[src/shared/sffd_pkg.sv]
// Constants, types and register map of the stepper frame field decoder
//------------------------------------------------------------------------
// Summary of operation
// - Initial byte six: low nibble preset one, high nibble preset two, ch A
// - Preset code maps to 200 mV plus 20 mV per step, up to 500 mV
// - Initial byte seven: same split and mapping for channel B presets
// - Nonzero sum inhibits stepping and drives the monitor output low
// - Standard byte one D0..D3: zero sinks aux output, one releases it
// - Bit D7 of bytes two and five: zero forward, one reverse
// - Bit D6 of bytes two and five: zero bridge off, one conducting
// - Bits D0..D5 of bytes two and five, doubled, give pulses per window
// - Channel A period: byte three low eight, byte four D0..D6 upper
// - Channel B period: byte six low eight, byte seven D0..D6 upper
// - Period count is in quarter-microsecond units of the 4 MHz clock
// - Bit D7 of standard byte four selects channel A preset
// - Bit D7 of standard byte seven selects channel B preset
// - Byte one D7..D5: 111 initial frame, 000 standard frame, else none
//------------------------------------------------------------------------
package sffd_pkg;

    //--------------------------------------------------------------------
    // Frame layout
    //--------------------------------------------------------------------
    localparam int          FRAME_BYTES   = 8;
    localparam logic [2:0]  TYPE_INITIAL  = 3'h7;
    localparam logic [2:0]  TYPE_STANDARD = 3'h0;
    localparam logic [8:0]  LVL_BASE_MV   = 9'h0c8;
    localparam logic [8:0]  LVL_STEP_MV   = 9'h014;
    localparam int          PERIOD_UNIT_NS = 250;

    //--------------------------------------------------------------------
    // Register map
    //--------------------------------------------------------------------
    localparam logic [7:0]  OFS_CTRL    = 8'h00;
    localparam logic [7:0]  OFS_STATUS  = 8'h04;
    localparam logic [7:0]  OFS_MASK    = 8'h08;
    localparam logic [7:0]  OFS_PRESETS = 8'h0c;
    localparam logic [7:0]  OFS_CHAN_A  = 8'h10;
    localparam logic [7:0]  OFS_CHAN_B  = 8'h14;
    localparam logic [7:0]  OFS_OUTS    = 8'h18;

    localparam int          CTRL_ENABLE_BIT = 0;
    localparam logic        CTRL_RESET      = 1'b1;
    localparam logic [3:0]  MASK_RESET      = 4'h0;

    localparam int          ST_FRAME_OK  = 0;
    localparam int          ST_CSUM_ERR  = 1;
    localparam int          ST_BAD_TYPE  = 2;
    localparam int          ST_LATE_STD  = 3;

    localparam int          CH_PULSE_POS = 16;
    localparam int          CH_EN_POS    = 24;
    localparam int          CH_DIR_POS   = 25;
    localparam int          CH_SEL_POS   = 26;

    //--------------------------------------------------------------------
    // Types
    //--------------------------------------------------------------------
    typedef struct packed {
        logic        dir;
        logic        enable;
        logic [6:0]  pulses;
        logic [14:0] period;
        logic        preset_sel;
        logic [8:0]  current_ref_level;
    } sffd_chan_t;

    typedef struct packed {
        logic [3:0] p1;
        logic [3:0] p2;
    } sffd_presets_t;

endpackage

[src/design/sffd_top.sv]
// Serial frame receiver, decoder and APB register file
`timescale 1ns/1ps
module sffd_top (
    input  wire logic              pclk,
    input  wire logic              presetn,
    input  wire logic              psel,
    input  wire logic              penable,
    input  wire logic              pwrite,
    input  wire logic [7:0]        paddr,
    input  wire logic [31:0]       pwdata,
    output logic      [31:0]       prdata,
    output logic                   pready,
    output logic                   pslverr,
    input  wire logic              ser_clk,
    input  wire logic              ser_data,
    input  wire logic              ser_sync,
    input  wire logic              wait_window_flag,
    output sffd_pkg::sffd_chan_t   chan_a,
    output sffd_pkg::sffd_chan_t   chan_b,
    output logic      [3:0]        aux_open_drain_out,
    output logic      [3:0]        aux_od_oe,
    output logic                   monitor_output,
    output logic                   step_inhibit,
    output logic                   irq
);
    import sffd_pkg::*;

    //--------------------------------------------------------------------
    // Serial capture
    //--------------------------------------------------------------------
    logic                ser_clk_q;
    logic [2:0]          bcnt_r;
    logic [2:0]          bidx_r;
    logic [7:0]          sh_r;
    logic [7:0]          sum_r;
    logic [7:0]          frm_r [FRAME_BYTES];
    logic                done_r;
    logic                ser_rise;
    logic [7:0]          newb;

    assign ser_rise = ser_clk & ~ser_clk_q;
    assign newb     = {ser_data, sh_r[7:1]};

    always_ff @(posedge pclk or negedge presetn) begin
        if (!presetn) begin
            ser_clk_q <= 1'b0;
        end else begin
            ser_clk_q <= ser_clk;
        end
    end

    // Sync pulls the receiver back to bit zero of byte one
    always_ff @(posedge pclk or negedge presetn) begin
        if (!presetn) begin
            bcnt_r <= 3'h0;
            bidx_r <= 3'h0;
            sh_r   <= 8'h00;
            done_r <= 1'b0;
        end else begin
            done_r <= 1'b0;
            if (ser_sync) begin
                bcnt_r <= 3'h0;
                bidx_r <= 3'h0;
            end else if (ser_rise) begin
                sh_r   <= newb;
                bcnt_r <= bcnt_r + 3'h1;
                if (bcnt_r == 3'h7) begin
                    bidx_r <= bidx_r + 3'h1;
                    done_r <= (bidx_r == 3'h7);
                end
            end
        end
    end

    always_ff @(posedge pclk or negedge presetn) begin
        if (!presetn) begin
            sum_r <= 8'h00;
            for (int i = 0; i < FRAME_BYTES; i++) begin
                frm_r[i] <= 8'h00;
            end
        end else if (!ser_sync && ser_rise && bcnt_r == 3'h7) begin
            frm_r[bidx_r] <= newb;
            sum_r <= (bidx_r == 3'h0) ? newb : sum_r + newb;
        end
    end

    //--------------------------------------------------------------------
    // Frame classification
    //--------------------------------------------------------------------
    logic                ctrl_en_r;
    logic                sum_ok;
    logic                is_init;
    logic                is_std;
    logic                good_init;
    logic                good_std;

    assign sum_ok    = (sum_r == 8'h00);
    assign is_init   = (frm_r[0][7:5] == TYPE_INITIAL);
    assign is_std    = (frm_r[0][7:5] == TYPE_STANDARD);
    assign good_init = done_r & ctrl_en_r & sum_ok & is_init;
    assign good_std  = done_r & ctrl_en_r & sum_ok & is_std;

    //--------------------------------------------------------------------
    // Presets from the initial frame
    //--------------------------------------------------------------------
    sffd_presets_t       pre_a_r;
    sffd_presets_t       pre_b_r;

    always_ff @(posedge pclk or negedge presetn) begin
        if (!presetn) begin
            pre_a_r <= '0;
            pre_b_r <= '0;
        end else if (good_init) begin
            pre_a_r <= '{p1: frm_r[5][3:0], p2: frm_r[5][7:4]};
            pre_b_r <= '{p1: frm_r[6][3:0], p2: frm_r[6][7:4]};
        end
    end

    function automatic logic [8:0] lvl_mv(input logic [3:0] code);
        lvl_mv = LVL_BASE_MV + 9'(code) * LVL_STEP_MV;
    endfunction

    function automatic sffd_chan_t dec_chan(input logic [7:0] cfg,
                                            input logic [7:0] plo,
                                            input logic [7:0] phi,
                                            input sffd_presets_t pr);
        sffd_chan_t c;
        c.dir        = cfg[7];
        c.enable     = cfg[6];
        c.pulses     = {cfg[5:0], 1'b0};
        c.period     = {phi[6:0], plo};
        c.preset_sel = phi[7];
        c.current_ref_level = lvl_mv(phi[7] ? pr.p2 : pr.p1);
        dec_chan = c;
    endfunction

    //--------------------------------------------------------------------
    // Channel settings and outputs
    //--------------------------------------------------------------------
    // Checksum failures keep the previous settings; nothing half-applied
    always_ff @(posedge pclk or negedge presetn) begin
        if (!presetn) begin
            chan_a <= '0;
            chan_b <= '0;
        end else if (good_std) begin
            chan_a <= dec_chan(frm_r[1], frm_r[2], frm_r[3],
                               pre_a_r);
            chan_b <= dec_chan(frm_r[4], frm_r[5], frm_r[6],
                               pre_b_r);
        end
    end

    always_ff @(posedge pclk or negedge presetn) begin
        if (!presetn) begin
            aux_open_drain_out <= 4'h0;
            aux_od_oe          <= 4'h0;
        end else begin
            aux_open_drain_out <= 4'h0;
            if (good_init || good_std) begin
                aux_od_oe <= ~frm_r[0][3:0];
            end
        end
    end

    // Error state persists until a frame with a clean sum arrives
    always_ff @(posedge pclk or negedge presetn) begin
        if (!presetn) begin
            monitor_output <= 1'b1;
            step_inhibit   <= 1'b0;
        end else if (done_r && ctrl_en_r) begin
            monitor_output <= sum_ok;
            step_inhibit   <= ~sum_ok;
        end
    end

    //--------------------------------------------------------------------
    // Events and interrupt
    //--------------------------------------------------------------------
    logic [3:0]          sts_r;
    logic [3:0]          mask_r;
    logic [3:0]          ev_set;
    logic [3:0]          ev_clr;
    logic                wr_acc;

    assign wr_acc = psel & penable & pready & pwrite;
    assign ev_clr = (wr_acc && paddr == OFS_STATUS) ? pwdata[3:0] : 4'h0;

    always_comb begin
        ev_set = 4'h0;
        ev_set[ST_FRAME_OK] = good_init | good_std;
        ev_set[ST_CSUM_ERR] = done_r & ctrl_en_r & ~sum_ok;
        ev_set[ST_BAD_TYPE] = done_r & ctrl_en_r & ~is_init & ~is_std;
        // Host broke the window discipline; frame is still applied
        ev_set[ST_LATE_STD] = good_std & ~wait_window_flag;
    end

    // Set wins over a simultaneous clear
    always_ff @(posedge pclk or negedge presetn) begin
        if (!presetn) begin
            sts_r <= 4'h0;
        end else begin
            sts_r <= (sts_r & ~ev_clr) | ev_set;
        end
    end

    always_ff @(posedge pclk or negedge presetn) begin
        if (!presetn) begin
            irq <= 1'b0;
        end else begin
            irq <= |(((sts_r & ~ev_clr) | ev_set) & mask_r);
        end
    end

    //--------------------------------------------------------------------
    // APB slave
    //--------------------------------------------------------------------
    logic [31:0]         rd_nxt;
    logic                hit;

    always_comb begin
        rd_nxt = 32'h0000_0000;
        hit    = 1'b1;
        case (paddr)
            OFS_CTRL:    rd_nxt[CTRL_ENABLE_BIT] = ctrl_en_r;
            OFS_STATUS:  rd_nxt[3:0] = sts_r;
            OFS_MASK:    rd_nxt[3:0] = mask_r;
            OFS_PRESETS: rd_nxt[15:0] = {pre_b_r, pre_a_r};
            OFS_CHAN_A: begin
                rd_nxt[14:0] = chan_a.period;
                rd_nxt[CH_PULSE_POS +: 7] = chan_a.pulses;
                rd_nxt[CH_EN_POS]  = chan_a.enable;
                rd_nxt[CH_DIR_POS] = chan_a.dir;
                rd_nxt[CH_SEL_POS] = chan_a.preset_sel;
            end
            OFS_CHAN_B: begin
                rd_nxt[14:0] = chan_b.period;
                rd_nxt[CH_PULSE_POS +: 7] = chan_b.pulses;
                rd_nxt[CH_EN_POS]  = chan_b.enable;
                rd_nxt[CH_DIR_POS] = chan_b.dir;
                rd_nxt[CH_SEL_POS] = chan_b.preset_sel;
            end
            OFS_OUTS:    rd_nxt[5:0] = {step_inhibit, monitor_output,
                                        aux_od_oe};
            default:     hit = 1'b0;
        endcase
    end

    // One setup, one access cycle; ready is a flop so outputs stay clean
    always_ff @(posedge pclk or negedge presetn) begin
        if (!presetn) begin
            pready  <= 1'b0;
            pslverr <= 1'b0;
            prdata  <= 32'h0000_0000;
        end else begin
            pready  <= psel & ~penable;
            pslverr <= psel & ~penable & ~hit;
            if (psel && !penable && !pwrite) begin
                prdata <= rd_nxt;
            end
        end
    end

    always_ff @(posedge pclk or negedge presetn) begin
        if (!presetn) begin
            ctrl_en_r <= CTRL_RESET;
            mask_r    <= MASK_RESET;
        end else if (wr_acc) begin
            if (paddr == OFS_CTRL) begin
                ctrl_en_r <= pwdata[CTRL_ENABLE_BIT];
            end
            if (paddr == OFS_MASK) begin
                mask_r <= pwdata[3:0];
            end
        end
    end
endmodule

[config.mk]
export PLATFORM = sky130hd
export DESIGN_NAME = sffd_top
export DESIGN_NICKNAME = d
export VERILOG_FILES = /design/src/shared/sffd_pkg.sv /design/src/design/sffd_top.sv
export SDC_FILE = /design/constraint.sdc
export NUM_CORES = 1
export LEC_CHECK = 0
export ABC_AREA = 1
export BUFFER_PORTS_ARGS = -buffer_cell sky130_fd_sc_hd__buf_2
export CAP_MARGIN = 10
export CORE_UTILIZATION = 40
export DETAILED_ROUTE_END_ITERATION = 6
export HOLD_SLACK_MARGIN = 0.03
export PLACE_DENSITY_LB_ADDON = 0.3
export SLEW_MARGIN = 10
export SYNTH_ARGS = -nofsm -noshare
export SYNTH_HDL_FRONTEND = slang
export SYNTH_SLANG_ARGS = --single-unit
[constraint.sdc]
create_clock -name pclk -period 3.05 [get_ports pclk]
set_input_delay 0.7625 -clock pclk [delete_from_list [all_inputs] [get_ports pclk]]
set_output_delay 0.7625 -clock pclk [all_outputs]
set_load 0.01 [all_outputs]
Word-level counts from Yosys, hierarchy flattened
Cells that the tools add are included.

Register bits: 214. Output and inout port bits: 113. Logic and storage cells: 133.

Magnitude comparators: 2. Muxes and demuxes: 23. $mul: 2. Reductions and logical operators: 23. Eq/ne operators: 9. Bitwise gates (word level): 29. Add/sub/neg operators: 5.

Operator list (number): bitwise mux 64 bit (1); one-hot mux 9 bit (3 select lines) (1); demux 8 bit (select 3 bit) (1); equality test 8 x 5 -> 1 bit (second input constant) (3); adder 8 x 9 -> 9 bit (first input constant) (2); one-hot mux 3 bit (6 select lines) (1); equality test 8 x 4 -> 1 bit (second input constant) (2); zero test 8 bit (2); 2-to-1 mux 8 bit (2); 2-to-1 mux 3 bit (5); bitwise AND 1 bit (14); multiplier 4 x 3 -> 7 bit (second input constant) (2); one-hot mux 7 bit (2 select lines) (1); 2-to-1 mux 4 bit (3); equality test 3 bit (second input constant) (3); adder 8 bit (1); bitwise AND 4 bit (2); equality test 8 x 3 -> 1 bit (second input constant) (1); NOT 1 bit (8); NOT 4 bit (2); one-hot mux 2 bit (4 select lines) (1); AND reduction 2 bit (4); logical AND 1 bit (7); one-hot mux 1 bit (7 select lines) (1); 14 further kinds (23).

Logic depth before layout (Yosys ltp)
Gate-level depths: netlist of the first run.

Depth after elaboration: 10. Gate-level depth with buffers: 13. Mapped depth without buffers: 13.

Least setup slack after synthesis of the first run
No wires, ideal clock.

Path kind: flip-flop to flip-flop. From: reg frm_r[15] (netlist bit). To: reg chan_b[7] (netlist bit). Cell stages (with the launch flop): 13. Clock period less this slack: 2.298 ns. Arrival: 2.175 ns. Slack: 0.752 ns. Data required time: 2.927 ns. Buffers on the path: 0. Path through: dfrtp_1 -> inv_1 -> or2_2 -> o21ai_0 -> inv_1 -> ha_1 -> ha_1 -> inv_1 -> fa_1 -> inv_1 -> a21oi_1 -> xnor2_1 -> o21ai_1.

Word-level cells in the longest chain between the ends: 3.

RTL lines: start, declared (RTL line sffd_top.sv:36) `logic [7:0] frm_r [FRAME_BYTES];`; start signal, assigned by index (RTL line sffd_top.sv:82) `frm_r[bidx_r] <= newb;`; 2-to-1 mux 4 bit (RTL line sffd_top.sv:133) `c.current_ref_level = lvl_mv(phi[7] ? pr.p2 : pr.p1);`; multiplier 4 x 3 -> 7 bit (RTL line sffd_top.sv:120) `lvl_mv = LVL_BASE_MV + 9'(code) * LVL_STEP_MV;`; adder 8 x 9 -> 9 bit (RTL line sffd_top.sv:120); end signal, assigned (RTL line sffd_top.sv:148) `chan_b <= dec_chan(frm_r[4], frm_r[5], frm_r[6],`; end, declared (RTL line sffd_top.sv:19) `output sffd_pkg::sffd_chan_t chan_b,`.

Every way passes these cells. A chain may end at the register's enable or synchronous reset.

Worst setup path in the final report of the first run
Same ends and word-level chain as after synthesis.

==> flow_summary.ini, run 1 <==
[final_layout]
areaGrowthSynthToFinish_pct = 14.6
final_cells = 1459
drive_gt1_share_pct = 17.5
num_antenna_cells = 0
utilization_pct = 46.7
nNetsFinal = 1235

[clock_tree]
clockRootBuffer = clkbuf_16
h-tree-depth = 4
cts.path.max_buffers = 2
cts_resized = 0
path_clk_slew_ps = 80
ctsHoldBuffers = 0
insertion_delay_ps = 440
cts.sinks = 199
post-cts-setup-buffers = 0
cts_buffers = 17
cts_tree = done

[grt]
grt_max_degree = 86
grt.met1_usage_pct = 29.0
grt_pass1_wl_um = 37200
overflow = 0
grt_antenna_before_repair = 0
grt_use_total_pct = 20.2
grt_busiest_layer = met2
gr-usage-met2_pct = 31.7
grt_pass1_vias = 6900
use_met3_pct = 3.35

[job]
maxCapViolCount = 0

[route]
initialDrtViolationCount = 553
drt_wl_total_um = 22600
antenna_left = 0
drc_errors = 0
dr.pass1.iters = 5
wl_per_cell_um = 15.5
routed-via-count = 7159
viasPerCell = 4.91

[synthesis]
syn-cell-area_um2 = 9230
muxShareOfSynthArea_pct = 0
syn_inst = 1052
syn-mean-instance-area_um2 = 8.77
synth_ff_type = dfrtp_1
yosys.area.top_type_share_pct = 53.4
synth_area_leaders = dfrtp_1 53%, nand2_1 16%, o21ai_1 4.6%, ha_1 3.0%, inv_1 2.8%
async_flop_share_pct = 100
synth_compound_area_share_pct = 10.8
synth_xor_area_share_pct = 1.04
synth_adder_area_share_pct = 3.63
synth.largest_area_cell = dfrtp_1
synth_edf_count = 0
synth_cell_type_count = 42
synth_top_family_by_area = simple AND/OR/NAND/NOR gates
yosys_register_bits = 199
synth_simple_gate_area_share_pct = 23.7
ys_seq_area_share_pct = 54.0
synth_warnings = 0

[floorplan]
rows = 55
die_width_um = 154
die-height_um = 154
die_area_um2 = 23700
start_util_pct = 40.7
io-pin-count = 162
core_area_um2 = 22600

[pwr]
p_leak_nw = 5.51
irDropWorstVdd_uv = 262
design_power_total_mw = 5.25
p_per_area_nw_per_um2 = 496
pwr-share-seq_pct = 51.7
power.share.clock_pct = 41.5
power.internal_mw = 3.87
switchingPower_mw = 1.38
sw_frac_of_total_pct = 26.3
power_frac_comb_pct = 6.8

[critical_path]
worstPathCellList = inv_1 > or2_2 > o21ai_0 > inv_1 > ha_1 > ha_1 > inv_1 > fa_1 > inv_1 > a21oi_1 > xnor2_1 > o21ai_1
reg2reg_slack_ps = 510
cp.required_ps = 3360
worstSetupPathType = reg -> reg
crit_slowest_cell = dfrtp_1
path_common_cell = inv_1
slowest_delay_ps = 460
cp.arrival_ps = 2850
cp-end-kind = register
cp_max_fo = 7
startpoint_type = register

[timing]
setup_viol = 0
finalHoldViolations = 0
finalSetupTns_ps = 0
rsz0062_at_grt = false
worstMarginPinSlew_ps = 792
max_freq_mhz = 394
max-slew-margin-rel_pct = 47.1
fin_crit_sh_pct = 83.3
skew_ps = 10.5
post-route-min-period_ps = 2540
slew_viol_final = 0

[outcome]
outcome = complete, no violations

[placed_design]
place_hpwl_um = 15600
dp_cells = 1427
numPortBuffers = 116
gp_congestion = 0.806

[hold_path]
hold_path.class = in -> async
[registers in the layout (all words and copies together), names as in the netlist]
signal	flops
pre_b_r	8
pready	1
prdata	25
bidx_r	3
bcnt_r	3
ctrl_en_r	1
sts_r	4
mask_r	4
ser_clk_q	1
sum_r	8
aux_od_oe	4
irq	1
pslverr	1
monitor_output	1
chan_a	31
step_inhibit	1
sh_r	7
done_r	1
frm_r	55
pre_a_r	8
chan_b	31
[cell usage in the layout (no fill, tap or decap), drive strengths merged, types with 7 or more instances in the layout]
cell and count:
nor2 43, ha 22, a21oi 31, dfrtp 197, nand2 403, a2bb2oi 8
inv 83, nand3 43, buf 125, clkbuf 18, clkinv 7, conb 17
nand4 8, o21ai 132
[per-layer routing]
metal	wire length, um	vias to the layer above
met4	289	0
met5	0	-
li1	-	3566
met1	10800	3400
met2	10400	174
met3	1050	19
[worst max-delay path: cells and delay by family (launching register included)]
kind | cells | cell delay [ps]
adder cells (fa/ha/maj) | 3 | 820
flip-flops | 1 | 460
buffers and inverters | 4 | 400
AO/OA/AOI/OAI | 3 | 300
AND/OR/NAND/NOR | 1 | 280
XOR/XNOR | 1 | 170
[final timing paths]
path | from | to | cells past startpoint
min in group pclk | frm_r[58] | aux_od_oe[2] | 1
worst max-delay path | frm_r[15] | chan_b[7] | 12
max in group asynchronous | presetn | ctrl_en_r | 2
worst max register to register | frm_r[15] | chan_b[7] | 12
worst min-delay path | presetn | chan_b[4] | 1
worst min register to register | frm_r[58] | aux_od_oe[2] | 1
[layout make-up]
| type | instances | area (um2) |
|---|---|---|
| Clock inverter | 15 | 139 |
| Fill cell | 2226 | 12100 |
| Tap cell | 285 | 357 |
| Multi-Input combinational cell | 740 | 3680 |
| Inverter | 77 | 302 |
| Clock buffer | 17 | 425 |
| Sequential cell | 199 | 4980 |
| Timing Repair Buffer | 126 | 689 |
[power by group through the flow]
stage               registers (mW)  clock network, mW  logic, mW
finish                        2.71               2.18      0.355
global route                  2.72               2.32      0.401
CTS                           2.71               2.21      0.363
detailed placement            2.77                  0      0.362
global placement              2.76                  0      0.357
floorplan                     2.77                  0      0.186
[cell usage after synthesis (3+ instances only)]
master and count:
a2bb2oi_1 8, o21ai_1 85, nor2_2 5, xor2_1 5, nand4_4 7, o21a_1 3, inv_1 69, dfrtp_1 197
o21ai_0 40, xnor2_1 6, inv_2 6, ha_1 22, nor2_1 34, buf_4 21, o21ai_2 7, clkbuf_1 10
a21oi_1 31, nand2_1 396, nor2_4 3, nand3_1 42, fa_1 3, or2_2 5, buf_2 19, nand2_2 6
[per-stage QoR]
step	hold slack [ps]	worst slack (ps)	cell area, um2
after floorplan	439	752	9290
after global placement	446	574	10000
after detailed placement	454	525	10000
after CTS	321	495	10600
after global routing	342	239	10600
final	296	509	10600
[cells by family (layout without fill, tap and decap cells)]
logic type | count (synthesis) | after routing
adders and majority gates | 25 | 25
xor gates and xnor gates | 11 | 11
and+or+nand+nor | 505 | 505
other | 1 | 17
DFF | 199 | 199
AOI/OAI and AO/OA | 182 | 182
buffers and inverters | 129 | 235
Power figures use the tool's default switching activity.
==> inputs of run 2 (changes only) <==
Clock period 3.05 ns to 2.5 ns, I/O delays scaled along.
==> run 2 against run 1 <==
Worst hold slack got worse by 170 ps. Maximum frequency rose by 6.6%. Worst setup slack got worse by 390 ps. Sequential cell count did not move. Global-route usage grew 0.33 points. Cell count is 0.55% higher. Sequential power is 22% higher. Combinational power rose by 27%. Register-to-register slack got worse by 390 ps. Largest cell class unchanged. Largest power group unchanged.
==> flow_summary.ini, run 2 (synthesis gave the netlist of run 1 again) <==
[timing]
skew_ps = 10.8
worstMarginPinSlew_ps = 540
post-route-min-period_ps = 2380
fin_crit_sh_pct = 95.4
max_freq_mhz = 419
finalHoldViolations = 0
worst_hold_slack_ps = 128
max-slew-margin-rel_pct = 63.8
slew_viol_final = 0
setup_viol = 0
rsz0062_at_grt = true
fin_ws_ps = 115
finalSetupTns_ps = 0

[final_layout]
regMostFlops = frm_r
final_cells = 1467
nNetsFinal = 1243
areaGrowthSynthToFinish_pct = 16.0
final_common_cell = nand2_1
num_antenna_cells = 0
largest_reg_flops = 55
utilization_pct = 47.3
final_cell_mix = 396 x nand2_1, 197 x dfrtp_1, 115 x buf_2
drive_gt1_share_pct = 18.1
reg.largest.list = frm_r: 55 flops, chan_a: 31 flops, chan_b: 31 flops
final_area_um2 = 10700

[critical_path]
worstRegToRegCells = 10
cp.arrival_ps = 2700
cp-end-kind = register
cp_max_fo = 5
cp.required_ps = 2820
worstSetupPathType = reg -> reg
startpoint_type = register

[clock_tree]
cts_tree = done
post-cts-setup-buffers = 0
cts.path.max_buffers = 2
cts.sinks = 199
h-tree-depth = 4
ctsHoldBuffers = 0
cts_buffers = 17
insertion_delay_ps = 440
cts_resized = 0
clockRootBuffer = clkbuf_16
path_clk_slew_ps = 80

[outcome]
outcome = complete, no violations

[pwr]
p_per_area_nw_per_um2 = 606
design_power_total_mw = 6.48
p_leak_nw = 5.56
irDropWorstVdd_uv = 412

[route]
viasPerCell = 4.91
initialDrtViolationCount = 523
wl_per_cell_um = 15.7
antenna_left = 0
routed-via-count = 7205
dr.pass1.iters = 6
drc_errors = 0
drt_wl_total_um = 23000

[hold_path]
hold_path.class = in -> async

[floorplan]
core_area_um2 = 22600
die_area_um2 = 23700
rows = 55
die-height_um = 154
io-pin-count = 162
start_util_pct = 40.7
die_width_um = 154

[grt]
grt_pass1_wl_um = 37800
grt_use_total_pct = 20.6
overflow = 0
grt_max_degree = 52
grt_antenna_before_repair = 0
grt_pass1_vias = 6888

[placed_design]
post_dp_cell_area_um2 = 10100
gp_congestion = 0.831
place_hpwl_um = 16000
numPortBuffers = 116
place_ws_ps = 79.3
dp_cells = 1435

[job]
maxCapViolCount = 0
==> run 2: cell count changes in the layout (fill, tap and decap cells not counted), sizes merged <==
cell and delta:
buf +8, clkinv -1, inv +1
==> run 2: power breakdown <==
part | total [mW] | internal [mW] | switching (mW)
clock | 2.72 | 1.34 | 1.38
combinational | 0.452 | 0.137 | 0.315
sequential | 3.31 | 3.27 | 0.0388
total | 6.48 | 4.75 | 1.74
==> run 2: layer usage <==
metal	share of wire, %	global-route usage, %
met4	1.1	4.76
met3	4.3	4.06
met1	48	29.2
met5	0	0
met2	47	32.5
==> run 2: final cells by class <==
cell class	count	area, um2
Clock buffer	17	425
Tap cell	285	357
Multi-Input combinational cell	740	3680
Clock inverter	15	154
Sequential cell	199	4980
Inverter	77	302
Fill cell	2183	11900
Timing Repair Buffer	134	800
==> run 2: critical path, stage by stage (launching register included) <==
cell and delay, ps:
dfrtp_1 400, buf_4 160, o21ai_1 280, ha_1 290
ha_1 220, inv_1 70, fa_1 430, inv_1 110
a21oi_1 60, xnor2_1 160, o21ai_1 80
==> run 2: worst paths after layout <==
kind | start | end | slack, ps
max in group asynchronous | presetn | frm_r[33] | 1670
min reg2reg | frm_r[57] | aux_od_oe[1] | 460
max | frm_r[15] | chan_b[7] | 120
min | presetn | chan_b[4] | 130
min in group pclk | ser_clk | ser_clk_q | 340
max reg2reg | frm_r[15] | chan_b[7] | 120
==> inputs of run 3 (changes only) <==
Clock period 2.5 ns to 2.9 ns, I/O delays scaled along.
==> run 3 against run 2 <==
Highest routed layer unchanged. Die area stayed put. Register-to-register slack improved by 220 ps. Critical path type unchanged. Maximum frequency is 6.8% lower.
==> flow_summary.ini, run 3 (synthesis gave the netlist of run 1 again) <==
[outcome]
outcome = complete, no violations

[clock_tree]
cts_buffers = 17
ctsHoldBuffers = 0
h-tree-depth = 4
cts.sinks = 199
path_clk_slew_ps = 80
clockRootBuffer = clkbuf_16
post-cts-setup-buffers = 0
cts.path.max_buffers = 2
cts_resized = 0
cts_tree = done
insertion_delay_ps = 450

[timing]
fin_crit_sh_pct = 88.3
rsz0062_at_grt = false
setup_viol = 0
max-slew-margin-rel_pct = 47.1
finalSetupTns_ps = 0
slew_viol_final = 0
skew_ps = 12.0
post-route-min-period_ps = 2560
finalHoldViolations = 0
max_freq_mhz = 391
worstMarginPinSlew_ps = 793

[placed_design]
post_dp_cell_area_um2 = 10000
place_hpwl_um = 15300
numPortBuffers = 116
gp_congestion = 0.817

[pwr]
irDropWorstVdd_uv = 336
p_per_area_nw_per_um2 = 534
p_leak_nw = 5.54

[final_layout]
nNetsFinal = 1236
largest_reg_flops = 55
final_cell_mix = 396 x nand2_1, 197 x dfrtp_1, 115 x buf_2
drive_gt1_share_pct = 17.5
final_common_cell = nand2_1
regMostFlops = frm_r
final_area_um2 = 10600
areaGrowthSynthToFinish_pct = 15.4
num_antenna_cells = 0
reg.largest.list = frm_r: 55 flops, chan_a: 31 flops, chan_b: 31 flops

[floorplan]
die-height_um = 154
die_area_um2 = 23700
io-pin-count = 162
rows = 55
start_util_pct = 40.7
die_width_um = 154
core_area_um2 = 22600

[critical_path]
cp-end-kind = register
cp.required_ps = 3210
worstPathCellList = inv_1 > or2_2 > o21ai_0 > inv_1 > ha_1 > ha_1 > inv_1 > fa_1 > inv_1 > a21oi_1 > xnor2_1 > o21ai_1
path_delay_family = adder cells
cp.arrival_ps = 2870
crit_buf_inv = 4
slowest_delay_ps = 450
path_common_cell = inv_1
cp_max_fo = 7
worstSetupPathType = reg -> reg
crit_slowest_cell = dfrtp_1
startpoint_type = register

[route]
drc_errors = 0
routed-via-count = 7169
wl_per_cell_um = 15.4
drt_wl_total_um = 22500
initialDrtViolationCount = 542
antenna_left = 0
dr.pass1.iters = 5
viasPerCell = 4.91

[grt]
grt_pass1_vias = 6744
grt_use_total_pct = 20.1
grt_pass1_wl_um = 37000
grt_max_degree = 97
overflow = 0
grt_antenna_before_repair = 0

[hold_path]
hold_path.class = in -> async

[job]
maxCapViolCount = 0
-- run 3: cell count changes in the layout (fill, tap and decap cells not counted), sizes merged --
cell	before	now
buf	133	126
bufinv	0	2
inv	84	82
-- run 3: worst register-to-register path: stages (launching register included) --
cell and delay [ps]:
dfrtp_1 450, inv_1 130, or2_2 280, o21ai_0 170
inv_1 120, ha_1 200, ha_1 200, inv_1 70
fa_1 430, inv_1 100, a21oi_1 50, xnor2_1 160
o21ai_1 70
-- run 3: path summary, 6_finish.rpt --
check | end | cells after the start | from | slack [ps]
worst max-delay path | chan_b[7] | 12 | frm_r[15] | 340
worst min-delay path | chan_b[4] | 1 | presetn | 180
worst max register to register | chan_b[7] | 12 | frm_r[15] | 340
worst min register to register | chan_a[21] | 2 | frm_r[35] | 470
max in group asynchronous | monitor_output | 2 | presetn | 1890
min in group pclk | ser_clk_q | 1 | ser_clk | 430
-- run 3: report_power, final --
part,total [mW],switching (mW),internal (mW)
combinational,0.373,0.264,0.109
clock,2.45,1.14,1.31
sequential,2.85,0.0340,2.82
total,5.68,1.44,4.24
-- run 3: cell type report --
| type | instances | area (um2) |
|---|---|---|
| Clock buffer | 17 | 425 |
| Clock inverter | 15 | 186 |
| Fill cell | 2208 | 12000 |
| Inverter | 77 | 302 |
| Multi-Input combinational cell | 740 | 3680 |
| Sequential cell | 199 | 4980 |
| Tap cell | 285 | 357 |
| Timing Repair Buffer | 127 | 709 |
-- run 3: through the flow --
| stage | instances | utilization [%] | power, mW | setup WS (ps) | hold WS (ps) |
|---|---|---|---|---|---|
| floorplan | 1068 | - | 3.11 | 602 | 429 |
| global placement | 1428 | 44.3 | 3.28 | 423 | 446 |
| detailed placement | 1428 | 44.3 | 3.29 | 356 | 453 |
| CTS | 1460 | 47.0 | 5.73 | 321 | 180 |
| global route | 1460 | 47.0 | 5.89 | 25.4 | 192 |
| finish | 1460 | 47.0 | 5.68 | 340 | 181 |
-- run 3: layer usage --
metal / track usage [%] / wire length, um
met1: 28.8 / 11000
met2: 31.3 / 10300
met3: 3.52 / 784
met4: 5.52 / 330
met5: 0 / 0
